**config.mk**
```make
export PLATFORM = sky130hd
export DESIGN_NAME = uhp_host_port
export DESIGN_NICKNAME = d
export VERILOG_FILES = /design/src/rtl/uhp_pkg.sv /design/src/rtl/uhp_edge_sync.sv /design/src/rtl/uhp_host_port.sv
export SDC_FILE = /design/constraint.sdc
export NUM_CORES = 1
export LEC_CHECK = 0
export BUFFER_PORTS_ARGS = -buffer_cell sky130_fd_sc_hd__buf_2
export CORE_UTILIZATION = 35
export DETAILED_ROUTE_END_ITERATION = 8
export MAX_ROUTING_LAYER = met4
export RECOVER_POWER = 25
export SYNTH_ARGS = -nofsm -noshare
export SYNTH_HDL_FRONTEND = slang
export SYNTH_SLANG_ARGS = --single-unit
export TNS_END_PERCENT = 10
```
**constraint.sdc**
```tcl
create_clock -name clock -period 11.1 [get_ports clock]
set_input_delay 1.665 -clock clock [delete_from_list [all_inputs] [get_ports clock]]
set_output_delay 1.665 -clock clock [all_outputs]
set_load 0.005 [all_outputs]
```
**src/rtl/uhp_pkg.sv**
```systemverilog
// constants for the usart host port and status block
//
// Behaviour
// RULE1: selected access follows direction and select lines
// RULE2: deselected device floats all data lines
// RULE3: low direction reads, high writes, when selected
// RULE4: data bus is 8 bits, bit 0 least
// RULE5: three select lines pick the register
// RULE6: receive-ready low while a character waits
// RULE7: receive-ready released by read or receiver off
// RULE8: transmit-ready low while holding register free
// RULE9: processor trusts transmit-ready only when enabled
// RULE10: empty/change low on tx empty, mode/ready change
// RULE11: enabled extra modem inputs also raise change
// RULE12: status-one read releases unless tx empty
// RULE13: three request outputs are open drain
// RULE14: master reset clears everything asynchronously
// RULE15: status-two bit 0 inverted call, enable bit 5
// RULE16: status-two bit 1 inverted test, enable bit 6
// RULE17: status-two bit 2 inverted quality, enable bit 7
// RULE18: serial receive high is mark, low space
// RULE19: three written sync and escape character registers
// RULE20: sixteen divided rates or external clock
// RULE21: received character held until processor reads
// RULE22: modem inputs synchronised, each change flagged once
// RULE23: standby and rate inputs in bits 3,4, enable 7
package uhp_pkg;

  // ------------------------------------------------------------
  // register select codes
  // ------------------------------------------------------------
  localparam logic [2:0] ADDR_HOLD  = 3'h0;
  localparam logic [2:0] ADDR_STAT1 = 3'h1;
  localparam logic [2:0] ADDR_MODE1 = 3'h2;
  localparam logic [2:0] ADDR_MODE2 = 3'h3;
  localparam logic [2:0] ADDR_CMD   = 3'h4;
  localparam logic [2:0] ADDR_STAT2 = 3'h5;
  localparam logic [2:0] ADDR_SYNC_CHAR_SECOND  = 3'h6;
  localparam logic [2:0] ADDR_ESC   = 3'h7;

  // ------------------------------------------------------------
  // field positions and reset values
  // ------------------------------------------------------------
  localparam int S1_TX_FREE   = 0;
  localparam int S1_RX_CHAR   = 1;
  localparam int S1_EMPTY_CHG = 2;
  localparam int S1_LINE_RDY  = 6;
  localparam int S1_DATA_MODE = 7;
  localparam int S2_EN_LO     = 5;
  localparam int CMD_TX_EN    = 0;
  localparam int CMD_RX_EN    = 2;
  localparam int MODE2_INT    = 4;
  localparam logic [7:0] REG_RESET = 8'h00;

  // modem input order inside the synchroniser vector
  localparam int MODEM_N  = 7;
  localparam int M_CALL   = 0;
  localparam int M_TEST   = 1;
  localparam int M_QUAL   = 2;
  localparam int M_STBY   = 3;
  localparam int M_RATE   = 4;
  localparam int M_READY  = 5;
  localparam int M_DMODE  = 6;

  // ------------------------------------------------------------
  // rate divisors, entry 0 in the low bits
  // ------------------------------------------------------------
  localparam int DIV_W = 13;
  localparam logic [16*DIV_W-1:0] BAUD_TABLE = {
    13'h0010, 13'h0020, 13'h0040, 13'h0080,
    13'h009A, 13'h00AB, 13'h0100, 13'h0124,
    13'h0200, 13'h0400, 13'h0600, 13'h0800,
    13'h08EC, 13'h0AE9, 13'h1000, 13'h1800};

endpackage
```
**src/rtl/uhp_edge_sync.sv**
```systemverilog
// synchroniser and change detector for the modem status inputs
`timescale 1ns/100ps
module uhp_edge_sync
  import uhp_pkg::*;
#(
  parameter int W = MODEM_N
) (
  input  wire logic         clock,
  input  wire logic         rst_b,
  input  wire logic [W-1:0] raw,
  output logic      [W-1:0] level,
  output logic      [W-1:0] change
);

  logic [W-1:0] stage1;
  logic [W-1:0] stage2;
  logic [W-1:0] last;

  // inputs idle high, so reset to ones to avoid a false change
  always_ff @(posedge clock or negedge rst_b) begin
    if (!rst_b) begin
      stage1 <= '1;
      stage2 <= '1;
      last   <= '1;
    end else begin
      stage1 <= raw;    // RULE22
      stage2 <= stage1;
      last   <= stage2;
    end
  end

  assign level  = stage2;
  assign change = stage2 ^ last;  // RULE22

endmodule

```
**src/rtl/uhp_host_port.sv**
```systemverilog
// processor port, status registers and request outputs of the usart
`timescale 1ns/100ps
module uhp_host_port
  import uhp_pkg::*;
#(
  parameter logic [16*DIV_W-1:0] RATE_TABLE = BAUD_TABLE
) (
  input  wire logic       clock,
  input  wire logic       rst_b,
  input  wire logic       master_reset,
  input  wire logic       chip_enable_n,
  input  wire logic       write_dir,
  input  wire logic [2:0] register_select,
  input  wire logic [7:0] host_data_bus_in,
  output logic      [7:0] host_data_bus_out,
  output logic            host_data_bus_oe,
  output logic            rx_char_ready_n_out,
  output logic            rx_char_ready_n_oe,
  output logic            tx_holding_free_n_out,
  output logic            tx_holding_free_n_oe,
  output logic            tx_empty_or_line_change_n_out,
  output logic            tx_empty_or_line_change_n_oe,
  input  wire logic       incoming_call_in,
  input  wire logic       test_mode_in,
  input  wire logic       signal_quality_in,
  input  wire logic       standby_indicator_in,
  input  wire logic       signalling_rate_in,
  input  wire logic       data_mode_in,
  input  wire logic       line_ready_in,
  input  wire logic       rx_serial_in,
  output logic            rx_line_mark,
  input  wire logic       rx_char_valid,
  input  wire logic [7:0] rx_char_data,
  input  wire logic       tx_char_taken,
  input  wire logic       tx_shift_done,
  output logic [7:0]      tx_holding_reg,
  output logic            tx_holding_full,
  output logic [7:0]      mode_first,
  output logic [7:0]      mode_second,
  output logic [7:0]      command,
  output logic [7:0]      sync_char_first,
  output logic [7:0]      sync_char_second,
  output logic [7:0]      escape_char,
  input  wire logic       ext_rate_tick,
  output logic            rate_tick
);

  // ------------------------------------------------------------
  // reset and access decode
  // ------------------------------------------------------------
  logic arst_b;
  logic ce_last;
  logic access_start;
  logic rd_start;
  logic wr_start;
  logic rd_rhr;
  logic rd_stat1;
  logic wr_thr;

  assign arst_b = rst_b & ~master_reset;  // RULE14

  function automatic logic sel_is(input logic [2:0] sel,
                                  input logic [2:0] code);
    return sel == code;
  endfunction

  always_ff @(posedge clock or negedge arst_b) begin
    if (!arst_b) begin
      ce_last <= 1'b0;
    end else begin
      ce_last <= ~chip_enable_n;
    end
  end

  // side effects happen once, on the first selected cycle
  assign access_start = ~chip_enable_n & ~ce_last;  // RULE1
  assign rd_start     = access_start & ~write_dir;  // RULE3
  assign wr_start     = access_start & write_dir;   // RULE3
  assign rd_rhr   = rd_start & sel_is(register_select, ADDR_HOLD);
  assign rd_stat1 = rd_start & sel_is(register_select, ADDR_STAT1);
  assign wr_thr   = wr_start & sel_is(register_select, ADDR_HOLD);

  // ------------------------------------------------------------
  // modem status inputs
  // ------------------------------------------------------------
  logic [MODEM_N-1:0] modem_raw;
  logic [MODEM_N-1:0] modem_level;
  logic [MODEM_N-1:0] modem_change;
  logic [MODEM_N-1:0] change_mask;
  logic [2:0]         change_enable;
  logic               change_event;

  assign modem_raw = {data_mode_in, line_ready_in, signalling_rate_in,
                      standby_indicator_in, signal_quality_in,
                      test_mode_in, incoming_call_in};

  uhp_edge_sync #(.W(MODEM_N)) u_modem_sync (
    .clock  (clock),
    .rst_b  (arst_b),
    .raw    (modem_raw),
    .level  (modem_level),
    .change (modem_change)
  );

  always_comb begin
    change_mask          = '0;
    change_mask[M_CALL]  = change_enable[0];  // RULE15
    change_mask[M_TEST]  = change_enable[1];  // RULE16
    change_mask[M_QUAL]  = change_enable[2];  // RULE17
    change_mask[M_STBY]  = change_enable[2];  // RULE23
    change_mask[M_RATE]  = change_enable[2];  // RULE23
    change_mask[M_READY] = command[CMD_TX_EN] | command[CMD_RX_EN];
    change_mask[M_DMODE] = command[CMD_TX_EN] | command[CMD_RX_EN];
  end

  assign change_event = |(modem_change & change_mask);  // RULE10 RULE11

  // ------------------------------------------------------------
  // control and character registers
  // ------------------------------------------------------------
  always_ff @(posedge clock or negedge arst_b) begin
    if (!arst_b) begin
      mode_first       <= REG_RESET;  // RULE14
      mode_second      <= REG_RESET;
      command          <= REG_RESET;
      change_enable    <= '0;
      sync_char_first  <= REG_RESET;
      sync_char_second <= REG_RESET;
      escape_char      <= REG_RESET;
    end else if (wr_start) begin
      unique case (register_select)  // RULE5
        ADDR_STAT1: sync_char_first  <= host_data_bus_in;  // RULE19
        ADDR_MODE1: mode_first       <= host_data_bus_in;
        ADDR_MODE2: mode_second      <= host_data_bus_in;
        ADDR_CMD:   command          <= host_data_bus_in;
        ADDR_STAT2: change_enable    <= host_data_bus_in[7:S2_EN_LO];
        ADDR_SYNC_CHAR_SECOND:  sync_char_second <= host_data_bus_in;  // RULE19
        ADDR_ESC:   escape_char      <= host_data_bus_in;  // RULE19
        ADDR_HOLD:  ;
      endcase
    end
  end

  // ------------------------------------------------------------
  // receive holding register
  // ------------------------------------------------------------
  logic rx_enabled;
  logic rx_take;
  logic rx_char_flag;
  logic [7:0] rx_holding_reg;

  assign rx_enabled = command[CMD_RX_EN];
  // a character arriving with the releasing read is still taken
  assign rx_take = rx_char_valid & rx_enabled & (~rx_char_flag | rd_rhr);

  always_ff @(posedge clock or negedge arst_b) begin
    if (!arst_b) begin
      rx_char_flag   <= 1'b0;
      rx_holding_reg <= REG_RESET;
    end else if (rx_take) begin
      rx_holding_reg <= rx_char_data;  // RULE21
      rx_char_flag   <= 1'b1;
    end else if (rd_rhr || !rx_enabled) begin
      rx_char_flag   <= 1'b0;          // RULE7
    end
  end

  // ------------------------------------------------------------
  // transmit holding register and empty/change latch
  // ------------------------------------------------------------
  logic tx_free_flag;
  logic tx_empty_latched;
  logic change_latched;
  logic empty_or_change_flag;

  always_ff @(posedge clock or negedge arst_b) begin
    if (!arst_b) begin
      tx_holding_reg  <= REG_RESET;
      tx_holding_full <= 1'b0;
    end else if (wr_thr) begin
      tx_holding_reg  <= host_data_bus_in;
      tx_holding_full <= 1'b1;  // RULE8
    end else if (tx_char_taken) begin
      tx_holding_full <= 1'b0;
    end
  end

  assign tx_free_flag = command[CMD_TX_EN] & ~tx_holding_full;  // RULE8

  always_ff @(posedge clock or negedge arst_b) begin
    if (!arst_b) begin
      tx_empty_latched <= 1'b0;
    end else if (tx_shift_done) begin
      tx_empty_latched <= 1'b1;  // RULE10
    end else if (wr_thr) begin
      tx_empty_latched <= 1'b0;  // RULE12
    end
  end

  always_ff @(posedge clock or negedge arst_b) begin
    if (!arst_b) begin
      change_latched <= 1'b0;
    end else if (change_event) begin
      change_latched <= 1'b1;  // RULE11
    end else if (wr_thr || (rd_stat1 && !tx_empty_latched)) begin
      change_latched <= 1'b0;  // RULE12
    end
  end

  assign empty_or_change_flag = tx_empty_latched | change_latched;

  // ------------------------------------------------------------
  // status registers and read path
  // ------------------------------------------------------------
  logic [7:0] primary_status;
  logic [7:0] line_status_and_enables;
  logic [7:0] read_mux;

  always_comb begin
    primary_status               = '0;
    primary_status[S1_TX_FREE]   = tx_free_flag;
    primary_status[S1_RX_CHAR]   = rx_char_flag;
    primary_status[S1_EMPTY_CHG] = empty_or_change_flag;
    primary_status[S1_LINE_RDY]  = ~modem_level[M_READY];
    primary_status[S1_DATA_MODE] = ~modem_level[M_DMODE];
  end

  // inverted inputs low, enables high  // RULE15 RULE16 RULE17 RULE23
  assign line_status_and_enables = {change_enable, ~modem_level[4:0]};

  always_comb begin
    unique case (register_select)  // RULE5
      ADDR_HOLD:  read_mux = rx_holding_reg;
      ADDR_STAT1: read_mux = primary_status;
      ADDR_MODE1: read_mux = mode_first;
      ADDR_MODE2: read_mux = mode_second;
      ADDR_CMD:   read_mux = command;
      ADDR_STAT2: read_mux = line_status_and_enables;
      ADDR_SYNC_CHAR_SECOND:  read_mux = sync_char_second;
      ADDR_ESC:   read_mux = escape_char;
    endcase
  end

  // data captured at the start so clears do not disturb it
  always_ff @(posedge clock or negedge arst_b) begin
    if (!arst_b) begin
      host_data_bus_out <= REG_RESET;
    end else if (rd_start) begin
      host_data_bus_out <= read_mux;  // RULE4
    end
  end

  // drive from the second selected read cycle, float otherwise
  assign host_data_bus_oe = ~chip_enable_n & ~write_dir & ce_last;  // RULE2

  // ------------------------------------------------------------
  // open-drain request outputs
  // ------------------------------------------------------------
  assign rx_char_ready_n_out           = 1'b0;  // RULE13
  assign tx_holding_free_n_out         = 1'b0;
  assign tx_empty_or_line_change_n_out = 1'b0;
  assign rx_char_ready_n_oe            = rx_char_flag;          // RULE6
  assign tx_holding_free_n_oe          = tx_free_flag;          // RULE8
  assign tx_empty_or_line_change_n_oe  = empty_or_change_flag;  // RULE10

  // ------------------------------------------------------------
  // serial line level and rate generator
  // ------------------------------------------------------------
  logic [DIV_W-1:0] rate_count;
  logic [DIV_W-1:0] rate_limit;
  logic             rate_internal;

  function automatic logic [DIV_W-1:0] divisor(input logic [3:0] pick);
    return RATE_TABLE[pick*DIV_W +: DIV_W];
  endfunction

  assign rate_internal = mode_second[MODE2_INT];
  assign rate_limit    = divisor(mode_second[3:0]) - DIV_W'(1);

  always_ff @(posedge clock or negedge arst_b) begin
    if (!arst_b) begin
      rx_line_mark <= 1'b1;
    end else begin
      rx_line_mark <= rx_serial_in;  // RULE18
    end
  end

  always_ff @(posedge clock or negedge arst_b) begin
    if (!arst_b) begin
      rate_count <= '0;
      rate_tick  <= 1'b0;
    end else if (!rate_internal) begin
      rate_count <= '0;
      rate_tick  <= ext_rate_tick;  // RULE20
    end else if (rate_count >= rate_limit) begin
      rate_count <= '0;
      rate_tick  <= 1'b1;           // RULE20
    end else begin
      rate_count <= rate_count + DIV_W'(1);
      rate_tick  <= 1'b0;
    end
  end
endmodule

```
==> out/metrics.cfg <==
[worst_setup_path]
crit_fanout=70
crit_family=buffers and inverters
cp_cell_sequence=clkbuf_1 -> nor2b_4 -> clkbuf_1 -> buf_4
worst-path-buf-inv=3
endpoint_kind=async pin
crit_required_ps=11530
path_common_cell=clkbuf_1
cpMaxStageDelayCell=clkbuf_1
cp_slowest_stage_delay_ps=1880
path_class=in2async
start_kind=primary input
r2r_slack_ps=7010
cp_data_arrival_time_ps=4760

[status]
outcome=complete, but fails checks
violations=capacitance limit, slew limit

[power_and_ir_drop]
ir_worst_vdd_uv=123.0
powerDensity_nw_per_um2=198.4
leakage_nw=3.204

[routing]
ant_nets=0
routedWlPerCell_um=18.35
dr.pass1.iters=4
routed_wirelength_um=14700
viasPerCell=5.059
drc=0
vias=4052
first_iter_violations=284

[cts]
cts_max_path_buffers=2
htreeDepth=4
cts_setup_buffers=0
cts_tree=done
numCtsBuffers=17
cts-root-buf=clkbuf_16
clkSlewWorstSetupHoldPaths_ps=50
clk_latency_ps=410
cts_resized=0
cts_sinks=116
cts_hold_buf=0

[placed_design]
placed_cell_area_um2=6265
dpl.hpwl_um=10660
portBuffers=106
dpl_worst_slack_ps=6993
gp_congestion=0.8734

[global_route]
grt_overflow=0
grt.total_usage_pct=19.73
grt_max_degree=71
antenna_found_initial=0
grt_pass1_vias=4094
grt_pass1_wl_um=23230

[sta]
finalSetupViolations=0
relSlewSlack_pct=-77.85
final.setup_skew_ps=7.634
hold_violations=0
worst_slew_pin_slew_ps=2668
fin_crit_ps=4333
rsz0062_at_grt=no
setup_ws_ps=6767
holdWs_ps=358.8
tns_ps=0
finalMaxSlewViolations=48
period_share_pct=39.03
fmax_mhz=230.8

[floorplanning]
initial_core_util_pct=36.29
ios=110
dieArea_um2=16510
row_count=45
die-width_um=128.5
die_h_um=128.5
coreArea_um2=15430

[synth]
seq_area_frac_synth_pct=52.34
synthesis.area_um2=5599
ys.flop_type=dfrtp_1
synth_area_per_cell_um2=11.94
synth_cell_types=61
yosys-top-cells-area=dfrtp_1 (42%), mux2_2 (13%), dfstp_2 (10%), ha_1 (4.2%), xor2_1 (2.5%)
synthArstFlopShare_pct=100.0
ys.warnings.count=0
synth_seq_cells=116
synth_edf_count=0
yosysMostFrequentCell=dfrtp_1
netlist_top_cells_count=dfrtp_1 (94), mux2_2 (63), nand2_1 (37), nor2_1 (32), dfstp_2 (22)
synth_top_area_cell=dfrtp_1
syn-instance-count=469
synth_top_area_share_pct=42.01

[finish]
final_util_pct=43.98
top_register=rate_count
fillers=1508
design_area_um2=6785
nets=632
synthToLayoutAreaGrowth_pct=21.18
layout-drive-gt1-share_pct=37.80
diodes=0
largest_reg_flops=13

[hold_path]
min_path_type=reg2reg

[run]
drv_cap=1

through the flow:
| stage | instances | total power, mW |
|---|---|---|
| 4_1_cts | 801 | 1.361 |
| 3_5_place_dp | 769 | 0.8678 |
| 5_1_grt | 801 | 1.423 |
| 6_report | 801 | 1.346 |
| 2_1_floorplan | 471 | 0.7556 |
| 3_3_place_gp | 769 | 0.8585 |
layout by cell type (no fill, tap or decap), types with 3 or more instances in the layout:
cell type and instances:
xnor2_1 7, mux2_2 63, a221oi_1 8, dfstp_2 14
nor2b_1 7, nor2_1 32, ha_1 19, buf_2 103
nand2_1 37, inv_1 14, o221ai_1 4, o22ai_1 8
mux4_2 3, a211oi_1 3, nand2b_1 4, xor2_1 16
clkbuf_1 10, dfstp_1 8, mux2i_1 8, nand3_1 11
clkinv_2 5, nor3_1 7, a21oi_1 12, o31ai_1 4
dfrtp_1 94, clkbuf_8 4, o21ai_0 20, conb_1 3
a21o_1 3, o21a_1 5, clkbuf_16 17
where the power goes:
group          total, mW  internal [mW]  switching (mW)
clock              0.487          0.306           0.180
sequential         0.567          0.497          0.0701
combinational      0.293          0.146           0.147
kinds of logic after synthesis:
family,share of synthesized area [%]
compound gates,9.989
flops,52.34
buf+inv,3.843
simple gates,10.61
xor+xnor,3.598
mux,15.31
fa+ha+maj,4.246
other cells,0.06697
layout make-up:
type / instances / area (um^2) / area share [%]
inverters: 15 / 56.30 / 0.8298
well taps: 211 / 264.0 / 3.891
flip-flops and latches: 116 / 2930 / 43.19
clock inverters: 5 / 25.02 / 0.3688
clock buffers: 27 / 503.0 / 7.413
repair buffers: 108 / 538.0 / 7.929
multi-input cells: 319 / 2469 / 36.38
path summary, 6_finish.rpt:
check                                             from                     to  cells past startpoint
worst max-delay path                      master_reset         escape_char[7]                      4
worst min-delay path            u_modem_sync.stage1[6]  u_modem_sync.level[6]                      0
worst max register to register          mode_second[1]         rate_count[11]                     11
worst min register to register  u_modem_sync.stage1[6]  u_modem_sync.level[6]                      0
max in group clock                      mode_second[1]         rate_count[11]                     11
min in group asynchronous                        rst_b      tx_holding_reg[1]                      3
metal layers:
layer	vias up	routed length (um)	track usage, %	share of wire [%]
met5	-	0	-	0
met4	0	257	6.644	1.7
met3	16	818	4.906	5.6
met2	134	6416	28.20	44
met1	2014	7206	27.20	49
li1	1888	-	-	-
No activity file was read; power rests on OpenSTA's default activity.
